===== config.mk =====
export PLATFORM = sky130hd
export DESIGN_NAME = osc_select_ctrl
export DESIGN_NICKNAME = d
export VERILOG_FILES = /design/src/osc_pkg.sv /design/src/osc_select_ctrl.sv
export SDC_FILE = /design/constraint.sdc
export NUM_CORES = 1
export LEC_CHECK = 0
export BUFFER_PORTS_ARGS = -buffer_cell sky130_fd_sc_hd__buf_4
export CORE_ASPECT_RATIO = 0.9
export CORE_MARGIN = 2
export CORE_UTILIZATION = 35
export DETAILED_ROUTE_END_ITERATION = 7
export PLACE_DENSITY_LB_ADDON = 0.2
export SYNTH_ARGS = -nofsm -noshare
export SYNTH_HDL_FRONTEND = slang
export SYNTH_SLANG_ARGS = --single-unit

===== constraint.sdc =====
create_clock -name aclk -period 2.93 [get_ports aclk]
set_input_delay 0.4395 -clock aclk [delete_from_list [all_inputs] [get_ports aclk]]
set_output_delay 0.4395 -clock aclk [all_outputs]
set_load 0.05 [all_outputs]

===== src/osc_pkg.sv =====
// Package: register map, field layout, states and frequency decode of the clock control
package osc_pkg;

    // Register byte offsets on the AXI4-Lite bus
    localparam logic [11:0] ADDR_CTRL   = 12'h000;
    localparam logic [11:0] ADDR_STAT   = 12'h004;
    localparam logic [11:0] ADDR_TUNE   = 12'h008;

    // Reset values
    localparam logic [7:0]  CTRL_RESET  = 8'h38;
    localparam logic [5:0]  TUNE_RESET  = 6'h00;
    localparam logic [7:0]  STAT_RESET  = 8'h80;

    // Field positions
    localparam int          CTRL_PLL_BIT  = 7;
    localparam int          CTRL_IRCF_LSB = 3;
    localparam int          CTRL_SCS_LSB  = 0;
    localparam int          TUNE_W        = 6;

    // Source select and configured oscillator mode codes
    localparam logic [1:0]  SCS_CONFIG     = 2'h0;
    localparam logic [1:0]  SCS_SECOND     = 2'h1;
    localparam logic [2:0]  OSC_MODE_INTOSC = 3'h4;

    // Running clock and internal oscillator identifiers
    localparam logic [1:0]  SRC_INT = 2'h0;
    localparam logic [1:0]  SRC_SEC = 2'h1;
    localparam logic [1:0]  SRC_CFG = 2'h2;
    localparam logic [1:0]  OSC_HF  = 2'h0;
    localparam logic [1:0]  OSC_MF  = 2'h1;
    localparam logic [1:0]  OSC_LF  = 2'h2;

    // Start-up timer length in oscillator cycles
    localparam logic [10:0] OST_CYCLES = 11'h400;
    localparam logic [10:0] OST_LAST   = OST_CYCLES - 11'h001;

    // AXI responses
    localparam logic [1:0]  RESP_OKAY   = 2'h0;
    localparam logic [1:0]  RESP_SLVERR = 2'h2;

    // Clock source sequencer states
    typedef enum logic [3:0] {
        CS_INT  = 4'h1,
        CS_OST  = 4'h2,
        CS_EXT  = 4'h4,
        CS_FAIL = 4'h8
    } osc_clk_state_e;

    // Control register layout
    typedef struct packed {
        logic       pll_sw_enable;
        logic [3:0] int_freq_select;
        logic       rsvd;
        logic [1:0] sysclk_source_select;
    } osc_ctrl_s;

    // Status register layout
    typedef struct packed {
        logic sec_osc_ready;
        logic pll_ready;
        logic startup_timer_status;
        logic hf_osc_ready;
        logic hf_osc_locked;
        logic mf_osc_ready;
        logic lf_osc_ready;
        logic hf_osc_stable;
    } osc_stat_s;

    // Frequency select decode: {oscillator, frequency in Hz}
    function automatic logic [26:0] osc_decode(input logic [3:0] code, input logic pll);
        case (code)
            4'hf:    osc_decode = {OSC_HF, 25'd16000000};
            4'he:    osc_decode = pll ? {OSC_HF, 25'd32000000} : {OSC_HF, 25'd8000000};
            4'hd:    osc_decode = {OSC_HF, 25'd4000000};
            4'hc:    osc_decode = {OSC_HF, 25'd2000000};
            4'hb:    osc_decode = {OSC_HF, 25'd1000000};
            4'ha:    osc_decode = {OSC_HF, 25'd500000};
            4'h9:    osc_decode = {OSC_HF, 25'd250000};
            4'h8:    osc_decode = {OSC_HF, 25'd125000};
            4'h7:    osc_decode = {OSC_MF, 25'd500000};
            4'h6:    osc_decode = {OSC_MF, 25'd250000};
            4'h5:    osc_decode = {OSC_MF, 25'd125000};
            4'h4:    osc_decode = {OSC_MF, 25'd62500};
            4'h3:    osc_decode = {OSC_HF, 25'd31250};
            4'h2:    osc_decode = {OSC_MF, 25'd31250};
            default: osc_decode = {OSC_LF, 25'd31000};
        endcase
    endfunction

endpackage


===== src/osc_select_ctrl.sv =====
// Oscillator select, status and trim block with AXI4-Lite register access
//
// Added by the designer: the register offsets and register access over AXI4-Lite.
`timescale 1ns/1ps

module osc_select_ctrl
    import osc_pkg::*;
(
    input  wire logic        aclk,
    input  wire logic        aresetn,
    input  wire logic [11:0] awaddr,
    input  wire logic [2:0]  awprot,
    input  wire logic        awvalid,
    output logic             awready,
    input  wire logic [31:0] wdata,
    input  wire logic [3:0]  wstrb,
    input  wire logic        wvalid,
    output logic             wready,
    output logic [1:0]       bresp,
    output logic             bvalid,
    input  wire logic        bready,
    input  wire logic [11:0] araddr,
    input  wire logic [2:0]  arprot,
    input  wire logic        arvalid,
    output logic             arready,
    output logic [31:0]      rdata,
    output logic [1:0]       rresp,
    output logic             rvalid,
    input  wire logic        rready,
    input  wire logic        pll_config_force,
    input  wire logic [2:0]  config_osc_mode,
    input  wire logic        timer1_osc_enable,
    input  wire logic        sec_osc_ready_in,
    input  wire logic        pll_lock_in,
    input  wire logic        hf_ready_in,
    input  wire logic        hf_locked_in,
    input  wire logic        hf_stable_in,
    input  wire logic        mf_ready_in,
    input  wire logic        lf_ready_in,
    input  wire logic        ext_osc_tick,
    input  wire logic        ext_clk_fail,
    input  wire logic        osc_fail_clear,
    output logic             pll_enable,
    output logic [1:0]       int_osc_src,
    output logic [24:0]      int_freq_hz,
    output logic [1:0]       sysclk_sel,
    output logic [5:0]       freq_trim,
    output logic             startup_timer_status,
    output logic             osc_fail_flag
);

    ////////////////////////////////////////////////////////////////////////
    // Helpers
    // Register select: 0 control, 1 status, 2 tuning, 3 unmapped
    function automatic logic [1:0] reg_sel(input logic [11:0] a);
        logic [11:0] w;
        w = {a[11:2], 2'h0};
        if (w == ADDR_CTRL)      reg_sel = 2'h0;
        else if (w == ADDR_STAT) reg_sel = 2'h1;
        else if (w == ADDR_TUNE) reg_sel = 2'h2;
        else                     reg_sel = 2'h3;
    endfunction

    // Whether a source select value needs the start-up timer
    function automatic logic needs_ext(input logic [1:0] scs, input logic [2:0] mode);
        needs_ext = (scs == SCS_SECOND) || (scs == SCS_CONFIG && mode != OSC_MODE_INTOSC);
    endfunction

    ////////////////////////////////////////////////////////////////////////
    // State
    osc_ctrl_s      ctrl_r;
    osc_ctrl_s      ctrl_nxt;
    osc_stat_s      stat_r;
    osc_stat_s      stat_nxt;
    logic [5:0]     tune_r;
    osc_clk_state_e state_r;
    osc_clk_state_e state_nxt;
    logic [10:0]    cnt_r;
    logic [10:0]    cnt_nxt;
    logic           aw_got_r;
    logic           w_got_r;
    logic [11:0]    addr_r;
    logic [7:0]     data_r;
    logic           strb_r;

    ////////////////////////////////////////////////////////////////////////
    // AXI4-Lite write channel
    wire         aw_hs      = awvalid & awready;
    wire         w_hs       = wvalid & wready;
    wire         aw_have    = aw_got_r | aw_hs;
    wire         w_have     = w_got_r | w_hs;
    wire         do_wr      = aw_have & w_have & ~bvalid;
    wire [11:0]  wr_addr    = aw_hs ? awaddr : addr_r;
    wire [7:0]   wr_data    = w_hs ? wdata[7:0] : data_r;
    wire         wr_strb    = w_hs ? wstrb[0] : strb_r;
    wire [1:0]   wr_sel     = reg_sel(wr_addr);
    wire         bvalid_nxt = do_wr | (bvalid & ~bready);
    wire         aw_got_nxt = aw_have & ~do_wr;
    wire         w_got_nxt  = w_have & ~do_wr;
    wire         wr_ctrl    = do_wr & wr_strb & (wr_sel == 2'h0);
    wire         wr_tune    = do_wr & wr_strb & (wr_sel == 2'h2);

    // Reserved bit forced to zero on every write
    assign ctrl_nxt = wr_ctrl ? osc_ctrl_s'({wr_data[7:3], 1'b0, wr_data[1:0]}) : ctrl_r;
    wire   scs_chg  = wr_ctrl && (wr_data[1:0] != ctrl_r.sysclk_source_select);

    // Address and data held until both halves of a write are in
    always_ff @(posedge aclk) begin
        if (!aresetn) begin
            aw_got_r <= 1'b0;
            w_got_r  <= 1'b0;
            addr_r   <= 12'h000;
            data_r   <= 8'h00;
            strb_r   <= 1'b0;
            awready  <= 1'b0;
            wready   <= 1'b0;
            bvalid   <= 1'b0;
            bresp    <= RESP_OKAY;
        end else begin
            aw_got_r <= aw_got_nxt;
            w_got_r  <= w_got_nxt;
            if (aw_hs) addr_r <= awaddr;
            if (w_hs) begin
                data_r <= wdata[7:0];
                strb_r <= wstrb[0];
            end
            awready  <= ~aw_got_nxt & ~bvalid_nxt;
            wready   <= ~w_got_nxt & ~bvalid_nxt;
            bvalid   <= bvalid_nxt;
            // Status writes answer OKAY but store nothing
            if (do_wr) bresp <= (wr_sel == 2'h3) ? RESP_SLVERR : RESP_OKAY;
        end
    end

    ////////////////////////////////////////////////////////////////////////
    // AXI4-Lite read channel
    wire        ar_hs      = arvalid & arready;
    wire        rvalid_nxt = ar_hs | (rvalid & ~rready);
    wire [1:0]  rd_sel     = reg_sel(araddr);
    wire [7:0]  rd_byte    = (rd_sel == 2'h0) ? ctrl_r :
                             (rd_sel == 2'h1) ? stat_r :
                             (rd_sel == 2'h2) ? {2'h0, tune_r} : 8'h00;

    // Read data captured at the address handshake, held until taken
    always_ff @(posedge aclk) begin
        if (!aresetn) begin
            arready <= 1'b0;
            rvalid  <= 1'b0;
            rdata   <= 32'h0000_0000;
            rresp   <= RESP_OKAY;
        end else begin
            arready <= ~rvalid_nxt;
            rvalid  <= rvalid_nxt;
            if (ar_hs) begin
                rdata <= {24'h00_0000, rd_byte};
                rresp <= (rd_sel == 2'h3) ? RESP_SLVERR : RESP_OKAY;
            end
        end
    end

    ////////////////////////////////////////////////////////////////////////
    // Clock source sequencer
    wire ext_wanted = needs_ext(ctrl_r.sysclk_source_select, config_osc_mode);
    wire new_ext    = needs_ext(wr_data[1:0], config_osc_mode);
    wire ost_done   = ext_osc_tick && (cnt_r == OST_LAST);

    // A select change to an external source restarts the timer, even out of fail-safe; any other select goes to internal
    always_comb begin
        state_nxt = state_r;
        cnt_nxt   = cnt_r;
        if (scs_chg) begin
            state_nxt = new_ext ? CS_OST : CS_INT;
            cnt_nxt   = 11'h000;
        end else begin
            case (state_r)
                CS_OST: begin
                    if (!ext_wanted) begin
                        state_nxt = CS_INT;
                    end else if (ost_done) begin
                        state_nxt = CS_EXT;
                    end else if (ext_osc_tick) begin
                        cnt_nxt = cnt_r + 11'h001;
                    end
                end
                CS_EXT: begin
                    if (ext_clk_fail) state_nxt = CS_FAIL;
                end
                CS_INT:  state_nxt = CS_INT;
                CS_FAIL: state_nxt = CS_FAIL;
                default: state_nxt = CS_INT;
            endcase
        end
    end

    // Running clock: internal block unless the external source is in use
    wire [1:0] sel_nxt = (state_nxt != CS_EXT) ? SRC_INT :
                         (ctrl_nxt.sysclk_source_select == SCS_SECOND) ? SRC_SEC :
                         SRC_CFG;
    wire [26:0] dec_nxt  = osc_decode(ctrl_nxt.int_freq_select, ctrl_nxt.pll_sw_enable);
    wire        fail_set = (state_r == CS_EXT) && ext_clk_fail && !scs_chg;

    // Live status sampled each cycle
    assign stat_nxt = '{
        sec_osc_ready:        timer1_osc_enable ? sec_osc_ready_in : 1'b1,
        pll_ready:            pll_lock_in,
        startup_timer_status: (sel_nxt == SRC_CFG),
        hf_osc_ready:         hf_ready_in,
        hf_osc_locked:        hf_locked_in,
        mf_osc_ready:         mf_ready_in,
        lf_osc_ready:         lf_ready_in,
        hf_osc_stable:        hf_stable_in
    };

    // Registers and registered outputs; reset starts the power-on timer run
    always_ff @(posedge aclk) begin
        if (!aresetn) begin
            ctrl_r               <= osc_ctrl_s'(CTRL_RESET);
            tune_r               <= TUNE_RESET;
            stat_r               <= osc_stat_s'(STAT_RESET);
            state_r              <= CS_OST;
            cnt_r                <= 11'h000;
            pll_enable           <= 1'b0;
            int_osc_src          <= OSC_MF;
            int_freq_hz          <= 25'd500000;
            sysclk_sel           <= SRC_INT;
            freq_trim            <= TUNE_RESET;
            startup_timer_status <= 1'b0;
            osc_fail_flag        <= 1'b0;
        end else begin
            ctrl_r               <= ctrl_nxt;
            if (wr_tune) tune_r  <= wr_data[5:0];
            stat_r               <= stat_nxt;
            state_r              <= state_nxt;
            cnt_r                <= cnt_nxt;
            pll_enable           <= pll_config_force | ctrl_nxt.pll_sw_enable;
            {int_osc_src, int_freq_hz} <= dec_nxt;
            sysclk_sel           <= sel_nxt;
            freq_trim            <= wr_tune ? wr_data[5:0] : tune_r;
            startup_timer_status <= stat_nxt.startup_timer_status;
            // Set wins over a clear in the same cycle
            osc_fail_flag        <= fail_set | (osc_fail_flag & ~osc_fail_clear);
        end
    end

    ////////////////////////////////////////////////////////////////////////
    // Assertions
    property p_pll_force;
        @(posedge aclk) disable iff (!aresetn)
        pll_config_force |=> pll_enable;
    endproperty
    a_pll_force: assert property (p_pll_force) else $error("PLL off while forced");

    property p_pll_sw;
        @(posedge aclk) disable iff (!aresetn)
        (!pll_config_force && !ctrl_nxt.pll_sw_enable) |=> !pll_enable;
    endproperty
    a_pll_sw: assert property (p_pll_sw) else $error("PLL on without enable");

    property p_freq_32m;
        @(posedge aclk) disable iff (!aresetn)
        (ctrl_r.int_freq_select == 4'he && ctrl_r.pll_sw_enable && !wr_ctrl)
            |=> int_freq_hz == 25'd32000000;
    endproperty
    a_freq_32m: assert property (p_freq_32m) else $error("Code 1110 not 32 MHz");

    property p_reset_freq;
        @(posedge aclk) disable iff (!aresetn)
        $rose(aresetn) |-> int_freq_hz == 25'd500000 && int_osc_src == OSC_MF;
    endproperty
    a_reset_freq: assert property (p_reset_freq) else $error("Reset not 500 kHz MF");

    property p_lf_code;
        @(posedge aclk) disable iff (!aresetn)
        (ctrl_nxt.int_freq_select[3:1] == 3'h0) |=> int_osc_src == OSC_LF
            && int_freq_hz == 25'd31000;
    endproperty
    a_lf_code: assert property (p_lf_code) else $error("Code 000x not 31 kHz LF");

    property p_scs_int;
        @(posedge aclk) disable iff (!aresetn)
        ctrl_r.sysclk_source_select[1] |-> sysclk_sel == SRC_INT;
    endproperty
    a_scs_int: assert property (p_scs_int) else $error("Select 1x not internal");

    property p_sec_ready;
        @(posedge aclk) disable iff (!aresetn)
        !timer1_osc_enable |=> stat_r.sec_osc_ready;
    endproperty
    a_sec_ready: assert property (p_sec_ready) else $error("Secondary ready not 1");

    property p_ost_len;
        @(posedge aclk) disable iff (!aresetn)
        (state_r == CS_OST && state_nxt == CS_EXT) |-> cnt_r == OST_LAST && ext_osc_tick;
    endproperty
    a_ost_len: assert property (p_ost_len) else $error("Timer switched early");

    property p_scs_restart;
        @(posedge aclk) disable iff (!aresetn)
        scs_chg |=> cnt_r == 11'h000 && sysclk_sel == SRC_INT;
    endproperty
    a_scs_restart: assert property (p_scs_restart) else $error("No timer restart");

    property p_fail;
        @(posedge aclk) disable iff (!aresetn)
        fail_set |=> osc_fail_flag && sysclk_sel == SRC_INT && !startup_timer_status;
    endproperty
    a_fail: assert property (p_fail) else $error("Failure not handled");

    property p_status_ext;
        @(posedge aclk) disable iff (!aresetn)
        startup_timer_status |-> state_r == CS_EXT && sysclk_sel == SRC_CFG;
    endproperty
    a_status_ext: assert property (p_status_ext) else $error("Status without external");

    c_ost_done: cover property (@(posedge aclk) disable iff (!aresetn)
        state_r == CS_OST ##1 state_r == CS_EXT);
    c_fail: cover property (@(posedge aclk) disable iff (!aresetn) $rose(osc_fail_flag));
    c_32m: cover property (@(posedge aclk) disable iff (!aresetn)
        int_freq_hz == 25'd32000000);
    c_read: cover property (@(posedge aclk) disable iff (!aresetn) rvalid && rready);

endmodule // osc_select_ctrl


; ---- After elaboration in Yosys (flattened, before gate mapping)
; Index checks and enable logic that the tools add are counted.
[word_totals]
ff_bits = 107
wordCells = 143
[classes]
n_addsub = 1
n_eq_ne = 34
muxes = 25
bitwise = 32
n_reduce_logical = 18
[op_table]
columns = op, count
row1 = $pmux W27 S14, 1
row2 = $eq A4 B4 Y1 const B, 9
row3 = $mux W8, 4
row4 = $mux W25, 1
row5 = $eq A10 B1 Y1 const B, 2
row6 = $eq A10 B2 Y1 const B, 2
row7 = $eq A4 B3 Y1 const B, 5
row8 = $logic_not A10 Y1, 2
row9 = $mux W2, 9
row10 = $mux W4, 4
row11 = $and A1 B1 Y1, 15
row12 = $eq A4 B2 Y1 const B, 3
row13 = $mux W12, 1
row14 = $pmux W4 S3, 1
row15 = $add A11 B1 Y11 const B, 1
row16 = $eq A11 B10 Y1 const B, 1
row17 = $not A1 Y1, 11
row18 = $eq A2 B2 Y1 const B, 5
row19 = $eq A2 B1 Y1 const B, 4
row20 = $logic_not A2 Y1, 4
row21 = $logic_and A1 B1 Y1, 6
row22 = $mux W6, 1
row23 = $or A1 B1 Y1, 6
row24 = $ne A4 B3 Y1 const B, 1
row25 = other kinds (8), 11

; ---- Longest topological paths before layout
; Gate-level depths: netlist (run 1).
[depth]
depth_word = 13
ltp_mapped = 8

; ---- Worst setup path before layout (run 1)
; OpenSTA, ideal clock, no wires.
[synth_timing]
path_type = reg-to-reg
start = reg wready
end = reg int_freq_hz[17]
t_arrival_ns = 2.179
path_slack_ns = 0.619
path_stages_with_launch = 9
n_path_buf = 3
synth_period_minus_slack_ns = 2.311
path_cell_list = dfxtp_1 > buf_2 > and2_1 > clkbuf_1 > clkbuf_1 > o21a_1 > nor3_1 > a2111oi_1 > o21ai_1
[synth_between]
elab_chain_len = 9
[synth_lines]
columns = item, line
row1 = "start, declared", osc_select_ctrl.sv:18  ; output logic wready,
row2 = "start signal, assigned", osc_select_ctrl.sv:128  ; wready <= ~w_got_nxt & ~bvalid_nxt;
row3 = $and A1 B1 Y1 (*), osc_select_ctrl.sv:89  ; wire w_hs = wvalid & wready;
row4 = $or A1 B1 Y1, osc_select_ctrl.sv:91  ; wire w_have = w_got_r | w_hs;
row5 = $and A1 B1 Y1 (2 in series), osc_select_ctrl.sv:92  ; wire do_wr = aw_have & w_have & ~bvalid;
row6 = $and A1 B1 Y1 (2 in series), osc_select_ctrl.sv:100  ; wire wr_ctrl = do_wr & wr_strb & (wr_sel == 2'h0);
row7 = $mux W8 (*), osc_select_ctrl.sv:104  ; assign ctrl_nxt = wr_ctrl ? osc_ctrl_s'({wr_data[7:3], 1'b0, wr_data[1:0]}) : ctrl_r;
row8 = "$eq A4 B2 Y1, or another cell as far along", osc_pkg.sv:71  ; case (code)
row9 = $pmux W27 S14 (*), osc_pkg.sv:71
row10 = "end signal, assigned", osc_select_ctrl.sv:236  ; {int_osc_src, int_freq_hz} <= dec_nxt;
row11 = "end, declared", osc_select_ctrl.sv:45  ; output logic [24:0] int_freq_hz,
; Mark *: on every way between the ends. The rest lies on a longest branch, timed or not.
; A chain may end at the register's enable or synchronous reset.

; ---- Worst setup path in the final report (run 1)
[layout_timing]
start = reg addr_r[8]
end = reg int_freq_hz[10]
[layout_between]
elab_chain_len = 10
[layout_lines]
columns = item, line
row1 = "start, declared", osc_select_ctrl.sv:82  ; logic [11:0] addr_r;
row2 = "start signal, assigned", osc_select_ctrl.sv:122  ; if (aw_hs) addr_r <= awaddr;
row3 = $mux W12 (*), --
row4 = $eq A10 B2 Y1, osc_select_ctrl.sv:60  ; else if (w == ADDR_TUNE) reg_sel = 2'h2;
row5 = $mux W1, osc_select_ctrl.sv:60
row6 = $mux W2, osc_select_ctrl.sv:59  ; else if (w == ADDR_STAT) reg_sel = 2'h1;
row7 = $mux W2 (*), osc_select_ctrl.sv:58  ; if (w == ADDR_CTRL) reg_sel = 2'h0;
row8 = $logic_not A2 Y1 (*), osc_select_ctrl.sv:100
row9 = $and A1 B1 Y1 (*), osc_select_ctrl.sv:100
row10 = $mux W8 (*), osc_select_ctrl.sv:104
row11 = "$eq A4 B2 Y1, or another cell as far along", osc_pkg.sv:71
row12 = $pmux W27 S14 (*), osc_pkg.sv:71
; Marked as above.

==> metrics.log, run 1 <==
INFO  metric outcome = finished, final reports clean
INFO  metric cells_on_worst_reg2reg_path = 6
INFO  metric cts-buffers-inserted = 9
INFO  metric fp.coreArea = 0.0147 mm2
INFO  metric flow.area_growth_from_synthesis = 22.4%
INFO  metric h-tree-depth = 3
INFO  metric finClkSkew = 0.00641 ns
INFO  metric worst_setup_hold_path_clk_slew = 0.07 ns
INFO  metric dp.final_hpwl = 10700 um
INFO  metric final_hold_viol_count = 0
INFO  metric drt-initial-drc-count = 480
INFO  metric cts.hold.buffers_added = 0
INFO  metric synthesized_instance_count = between 600 and 700
INFO  metric grt_use_total = between 10% and 20%
INFO  metric drc = 0
INFO  metric yosysUniqueCellTypes = 70
INFO  metric ys.flop_type = sky130_fd_sc_hd__dfxtp_1
INFO  metric first_pass_iters = 5
INFO  metric r2r_slack = approximately 0.41 ns
INFO  metric cts_tree = done
INFO  metric grt_start_max_net_pins = just over 50
INFO  metric fmaxAchievable = around 0.4 GHz
INFO  metric antenna_violating_nets_post_route = 0
INFO  metric critical_path_endpoint_category = flip-flop
INFO  metric synth_enable_flop_cells = 0
INFO  metric synth_sequential_area_ratio = a little under two fifths
INFO  metric timing_worst_setup_path_type = flip-flop to flip-flop
INFO  metric finalCoreUtilization = 43.8%
INFO  metric worstPathMaxFanout = 15
INFO  metric die-height = 120 um
INFO  metric final_count_of_negative_setup_slack_endpoints = 0
INFO  metric ctsRootBufferMaster = sky130_fd_sc_hd__clkbuf_16
INFO  metric instances_no_fill = 930
INFO  metric min_to = stat_r[7]
INFO  metric relSlewSlack = between 50% and 60%
INFO  metric fin_crit = about 2.5 ns
INFO  metric std_cell_rows = 42
INFO  metric timing.final.max_slew_violations = 0
INFO  metric antennaDiodeCount = 0
INFO  metric clkLatencyLatePin = 0.35 ns
INFO  metric layout-drive-gt1-share = 22.5%
INFO  metric grt_first_pass_wirelength = roughly 23000 um
INFO  metric finalWirelength = 14600 um
INFO  metric hold-path-cell-count = 2
INFO  metric floorplan.initialDensity = a little over a third
INFO  metric vias_per_cell = ~5.2
INFO  metric met1_usage = roughly a quarter
INFO  metric number_of_register_bits_inferred_by_synthesis = roughly 100
INFO  metric grt_overflow_total = 0
INFO  metric cts.sinks = a little over 100
INFO  metric fin_crit_sh = 86.0%
INFO  metric setup_slack = 0.409 ns
INFO  metric global_route.peak_usage_layer = met2
INFO  metric cts_resized = 0
INFO  metric timing.critical_path.arrival = approximately 2.8 ns
INFO  metric route.vias.total = 4868
INFO  metric totalNegativeSetupSlack = 0 ns
INFO  metric reg2reg_launch_point = addr_r[8]
INFO  metric cts_post_setup_buffers_inserted = 0
INFO  metric max_capacitance_violation_count = 0
INFO  metric antenna_violations_before_repair = 0
INFO  metric grt_use_met2 = between 20% and 30%
INFO  metric rsz0062_at_grt = no
INFO  metric nNetsFinal = 816
INFO  metric critical_path.startpoint_type = flip-flop
INFO  metric port_buffers = 102
INFO  metric met3_track_utilization_from_global_routing = roughly 4.7%
INFO  metric cp.required = approximately 3.2 ns
INFO  metric async_flop_share = 0%
INFO  metric tightest_slew = roughly 0.73 ns
INFO  metric fillers = about 1500
INFO  metric globalplace.congestion = 0.862
INFO  metric hold_ws = between 0.2 and 0.3 ns
INFO  metric peakVddDrop = roughly 0.28 mV
INFO  metric dp_slack = approximately 0.26 ns
INFO  metric hold_path_class = input pin to flip-flop
INFO  metric pin_count = 167
INFO  metric r2r-end = int_freq_hz[10]
INFO  metric yosys_warnings = 0
INFO  metric vias_in_the_first_global_route = ~4500
INFO  metric route.detailed.wl_per_inst = between 15 and 20 um
INFO  metric place_inst = 914
INFO  metric power-per-cell-area = 479 mW/mm2
INFO  metric die-area = around 0.016 mm2
INFO  metric synth.cell_area = around 0.0053 mm2
INFO  metric die_extent_in_x = 133 um
INFO  metric clock_path_buffers = 2
INFO  metric hold_start = sec_osc_ready_in
INFO  metric syn-mean-instance-area = around 8.3 um2
INFO  metric power.static_leakage = roughly 2.6 nW
## cell usage after synthesis (all sizes together) (2+ instances only)
master   instances  area share (%)
a2111oi          5             1.4
a211o            4            0.67
a211oi          14             2.0
a21bo            3            0.57
a21boi           4            0.57
a21o             2            0.29
a21oi           38             3.6
a22oi            7             1.0
a311oi           3            0.50
a31o             3            0.50
a31oi            7            0.95
a32oi            2            0.33
and2            13             1.5
and3            13             1.5
buf             42             5.5
clkbuf          28             2.0
dfxtp          101              38
inv              9            0.64
mux2             5             1.1
mux2i           22             4.2
nand2           56             4.0
nand2b          13             1.5
nand3           21             2.1
nand3b           2            0.29
nand4            7            0.95
nand4b           4            0.67
nor2            61             4.3
nor2b            9             1.1
nor3            22             2.1
nor3b            6            0.86
nor4            11             1.7
nor4b            4            0.67
o211a            2            0.38
o211ai           9             1.3
o21a             4            0.57
o21ai           34             3.2
o21bai           2            0.29
o221ai           2            0.33
o22ai            4            0.48
o31ai            3            0.43
or2              4            0.48
or3              3            0.36
or4              2            0.29
xnor2           10             1.7
xor2             3            0.50
## per-layer routing
metal	part of all wire, %	wire (um)
met5	0	0
met4	1.5	217
met3	8.7	1280
met2	42	6180
met1	48	6960
## layout by cell type, fill, tap and decap left out, drive strengths merged, types with 13 or more instances in the layout
master,count
mux2i,22
nand2,56
nand2b,13
o21ai,34
nor3,22
nand3,21
and3,13
dfxtp,101
a211oi,14
a21oi,38
buf,124
conb,27
and2,13
nor2,61
## critical path, stage by stage, from the launching register on
cell and delay, ns:
sky130_fd_sc_hd__dfxtp_1 0.33, sky130_fd_sc_hd__nor4_2 0.41, sky130_fd_sc_hd__nand4_2 0.26, sky130_fd_sc_hd__a2111o_1 0.68, sky130_fd_sc_hd__buf_4 0.31, sky130_fd_sc_hd__a211o_1 0.31
sky130_fd_sc_hd__a21oi_1 0.15
## state kept, by name (all words and copies together) (netlist names), 4 cells and up
| signal | flops |
|---|---|
| rdata | 8 |
| stat_r | 7 |
| int_freq_hz | 24 |
| data_r | 8 |
| addr_r | 10 |
| ctrl_r | 7 |
| state_r | 4 |
| tune_r | 6 |
| cnt_r | 11 |
## kinds of logic (layout without fill, tap and decap cells)
| kind of cell | Yosys count | count (layout) | share of synthesized area [%] |
|---|---|---|---|
| and+or+nand+nor | 255 | 255 | 25.1 |
| AOI/OAI and AO/OA | 158 | 158 | 20.5 |
| DFF | 101 | 101 | 38.4 |
| buffers and inverters | 80 | 150 | 8.22 |
| muxes | 27 | 27 | 5.25 |
| xor gates and xnor gates | 13 | 13 | 2.16 |
| adders and majority gates | 1 | 1 | 0.238 |
| other | 1 | 27 | 0.0712 |
## area by class of cell
type                    instances  area [um2]  area share, %
multi-input cells             481        2910           45.1
flip-flops and latches        101        2020           31.4
repair buffers                124         943           14.6
well taps                     198         248           3.84
clock buffers                  11         243           3.77
clock inverters                 5        41.3          0.641
inverters                      10        37.5          0.583
## through the flow
step,power (mW),area [um2]
finish,3.09,6440
global route,3.23,6440
CTS,3.12,6440
detailed placement,1.96,6160
global placement,1.95,6160
floorplan,1.82,5360
## where the power goes
group	total (mW)	internal, mW	switching, mW
registers	1.44	1.41	0.0300
logic	0.491	0.164	0.327
clock network	1.16	0.611	0.545
total	3.09	2.18	0.902
## worst max-delay path by stage
stage / cells after the start / from / to / slack [ns]
6_report: 6 / addr_r[8] / int_freq_hz[10] / 0.41
5_1_grt: 6 / addr_r[8] / int_freq_hz[9] / 0.23
4_1_cts: 6 / addr_r[8] / int_freq_hz[9] / 0.40
3_5_place_dp: 7 / awaddr[10] / int_freq_hz[9] / 0.26
3_3_place_gp: 7 / awaddr[11] / int_freq_hz[10] / 0.28
2_1_floorplan: 8 / wready / int_freq_hz[17] / 0.62
Power figures use the tool's default switching activity.
==> run 2: changes to the inputs <==
==> constraint.sdc (replaced) <==
create_clock -name aclk -period 2.1 [get_ports aclk]
set_input_delay 0.315 -clock aclk [delete_from_list [all_inputs] [get_ports aclk]]
set_output_delay 0.315 -clock aclk [all_outputs]
set_load 0.05 [all_outputs]
==> metrics.log, run 2 (same netlist as run 1, synthesis figures left out) <==
INFO  metric cp_num_buf_inv = 2 (+1)
INFO  metric vias_per_cell = 5.28 (+0.90%)
INFO  metric layout-drive-gt1-share = 33.1% (+11 points)
INFO  metric route.detailed.wl_per_inst = 16.4 um (+3.9%)
INFO  metric tightest_slew = 0.669 ns (-0.0607 ns)
INFO  metric fillers = 1405 (-6.9%)
INFO  metric cts_tree = done
INFO  metric first_pass_iters = 5 (unchanged)
INFO  metric peakVddDrop = 0.404 mV (+46%)
INFO  metric fin_crit = 2.17 ns (-0.354 ns)
INFO  metric dpl-instance-area = 0.00650 mm2 (+5.6%)
INFO  metric final_common_cell = sky130_fd_sc_hd__buf_4
INFO  metric fp.coreArea = 0.0147 mm2 (unchanged)
INFO  metric rsz0062_at_grt = yes
INFO  metric antenna_violating_nets_post_route = 0 (unchanged)
INFO  metric grt_overflow_total = 0 (unchanged)
INFO  metric max_capacitance_violation_count = 0 (unchanged)
INFO  metric cp_slowest_stage_delay = 0.52 ns (-0.16 ns)
INFO  metric setup_slack = -0.0672 ns (-0.476 ns)
INFO  metric hold_start = timer1_osc_enable
INFO  metric reg2reg_launch_point = addr_r[5]
INFO  metric clkLatencyLatePin = 0.35 ns (about the same)
INFO  metric grt_first_pass_wirelength = 24400 um (+5.7%)
INFO  metric ctsRootBufferMaster = sky130_fd_sc_hd__clkbuf_16
INFO  metric timing.critical_path.arrival = 2.44 ns (-0.36 ns)
INFO  metric outcome = finished with violations
INFO  metric grt_use_total = 19.2% (+1.1 points)
INFO  metric critical_path.startpoint_type = flip-flop
INFO  metric grt_start_max_net_pins = 35 (-31%)
INFO  metric dp.final_hpwl = 11600 um (+7.8%)
INFO  metric cts.sinks = 101 (unchanged)
INFO  metric route.vias.total = 5213 (+7.1%)
INFO  metric h-tree-depth = 3 (unchanged)
INFO  metric floorplan.initialDensity = 35.8% (unchanged)
INFO  metric max_flop_register = int_freq_hz
INFO  metric fmaxAchievable = 0.461 GHz (+16%)
INFO  metric timing.final.max_slew_violations = 0 (unchanged)
INFO  metric cts-buffers-inserted = 9 (unchanged)
INFO  metric die_extent_in_x = 133 um (unchanged)
INFO  metric die-height = 120 um (unchanged)
INFO  metric relSlewSlack = 55.4% (+4.6 points)
INFO  metric drt-initial-drc-count = 372 (-23%)
INFO  metric instances_no_fill = 987 (+6.1%)
INFO  metric worstPathMaxFanout = 6 (-9)
INFO  metric finClkSkew = 0.00766 ns (+0.00125 ns)
INFO  metric antennaDiodeCount = 0 (unchanged)
INFO  metric crit_start = addr_r[5]
INFO  metric worst_setup_hold_path_clk_slew = 0.07 ns (about the same)
INFO  metric critical_path_endpoint_category = flip-flop
INFO  metric nNetsFinal = 873 (+7.0%)
INFO  metric cts.hold.buffers_added = 0 (unchanged)
INFO  metric finalCoreUtilization = 49.5% (+5.7 points)
INFO  metric cp.required = 2.38 ns (-0.83 ns)
INFO  metric finalWirelength = 16100 um (+10%)
INFO  metric power-per-cell-area = 611 mW/mm2 (+28%)
INFO  metric biggestRegsByFlops = int_freq_hz (24), cnt_r (11), addr_r (10)
INFO  metric fin_crit_sh = 103% (+17 points)
INFO  metric port_buffers = 102 (unchanged)
INFO  metric std_cell_rows = 42 (unchanged)
INFO  metric stdcell_area = 0.00729 mm2 (+13%)
INFO  metric globalplace.congestion = 0.908 (+5.3%)
INFO  metric pin_count = 167 (unchanged)
INFO  metric final_cell_mix = 163 x sky130_fd_sc_hd__buf_4, 98 x sky130_fd_sc_hd__dfxtp_1, 53 x sky130_fd_sc_hd__nand2_1, 53 x sky130_fd_sc_hd__nor2_1, 36 x sky130_fd_sc_hd__a21oi_1
INFO  metric place_inst = 957 (+4.7%)
INFO  metric hold_path_class = input pin to flip-flop
INFO  metric timing.critical_path.slowest_stage_cell = sky130_fd_sc_hd__a2111o_1
INFO  metric cpLargestDelayFamily = simple AND/OR/NAND/NOR gates
INFO  metric flow.area_growth_from_synthesis = 38.4%
INFO  metric vias_in_the_first_global_route = 4865 (+7.6%)
INFO  metric max_ffs_per_register = 24 (unchanged)
INFO  metric cell_breakdown_of_the_critical_path = nor4_4 > buf_4 > nand4_4 > a2111o_1 > buf_6 > or4_4 > o2111ai_2
INFO  metric final_count_of_negative_setup_slack_endpoints = 32 (+32)
INFO  metric hold_ws = 0.155 ns (-0.125 ns)
INFO  metric failing_checks = setup timing
INFO  metric timing_worst_setup_path_type = flip-flop to flip-flop
INFO  metric antenna_violations_before_repair = 0 (unchanged)
INFO  metric final_hold_viol_count = 0 (unchanged)
INFO  metric power.static_leakage = 2.96 nW (+13%)
INFO  metric drc = 0 (unchanged)
INFO  metric report.power.total = 4.45 mW (+44%)
INFO  metric clock_path_buffers = 2 (unchanged)
INFO  metric die-area = 0.0160 mm2 (unchanged)
-- run 2: cell count changes in the layout (fill, tap and decap cells not counted), moves of 4 or more --
cell | previous run | this run
sky130_fd_sc_hd__nor2_4 | 0 | 5
sky130_fd_sc_hd__nor2_1 | 61 | 53
sky130_fd_sc_hd__o21ai_0 | 31 | 23
sky130_fd_sc_hd__nor3_2 | 0 | 4
sky130_fd_sc_hd__o21ai_1 | 3 | 7
sky130_fd_sc_hd__buf_6 | 0 | 10
sky130_fd_sc_hd__nor3_1 | 22 | 16
sky130_fd_sc_hd__buf_4 | 123 | 163
sky130_fd_sc_hd__mux2i_1 | 22 | 18
-- run 2: worst paths after layout --
| path | end | slack, ns | depth (start not counted) |
|---|---|---|---|
| setup / recovery | int_freq_hz[5] | -0.07 | 7 |
| hold / removal | stat_r[7] | 0.16 | 2 |
| setup reg to reg | int_freq_hz[5] | -0.07 | 7 |
| hold reg to reg | cnt_r[10] | 0.46 | 2 |
-- run 2: report_power, final --
group          switching, mW  internal, mW
Sequential            0.0477          1.97
Combinational          0.514         0.303
Clock                  0.742         0.875
-- run 2: per-layer routing --
metal	GRT usage [%]	vias to the layer above	part of all wire, %	wire length, um
met1	25.4	2443	46	7360
met3	5.53	28	7.3	1190
met4	6.72	0	1.8	290
met2	29.9	203	45	7300
li1	-	2539	-	-
met5	0	-	0	0
-- run 2: final cells by class --
cell class | count | area (um2) | share of cell area [%]
clock inverters | 4 | 28.8 | 0.395
inverters | 10 | 37.5 | 0.515
clock buffers | 12 | 256 | 3.52
repair buffers | 181 | 1480 | 20.3
flip-flops and latches | 101 | 2030 | 27.8
multi-input cells | 481 | 3210 | 44.0
well taps | 198 | 248 | 3.40
-- run 2: through the flow --
| stage | setup slack, ns | setup TNS (ns) |
|---|---|---|
| after floorplan | 0.0337 | 0 |
| after global placement | -0.242 | -6.06 |
| after detailed placement | -0.292 | -6.69 |
| after CTS | -0.0539 | -0.541 |
| after global routing | -0.166 | -5.10 |
| final | -0.0672 | -0.833 |
-- run 2: worst reg2reg max path, stage by stage, from the launching register on --
cell and delay [ns]:
sky130_fd_sc_hd__dfxtp_2 0.34, sky130_fd_sc_hd__nor4_4 0.26, sky130_fd_sc_hd__buf_4 0.17, sky130_fd_sc_hd__nand4_4 0.14
sky130_fd_sc_hd__a2111o_1 0.52, sky130_fd_sc_hd__buf_6 0.18, sky130_fd_sc_hd__or4_4 0.42, sky130_fd_sc_hd__o2111ai_2 0.08
-- run 2: timing repair --
| action | CTS | global route |
|---|---|---|
| cloned | 1 | 2 |
| resized for setup | 37 | 49 |
| pin swaps | 12 | 26 |
| endpoints found under the setup margin | 44 | 52 |
| buffers inserted | 9 | 2 |
| endpoints found under the hold margin | 0 | 0 |
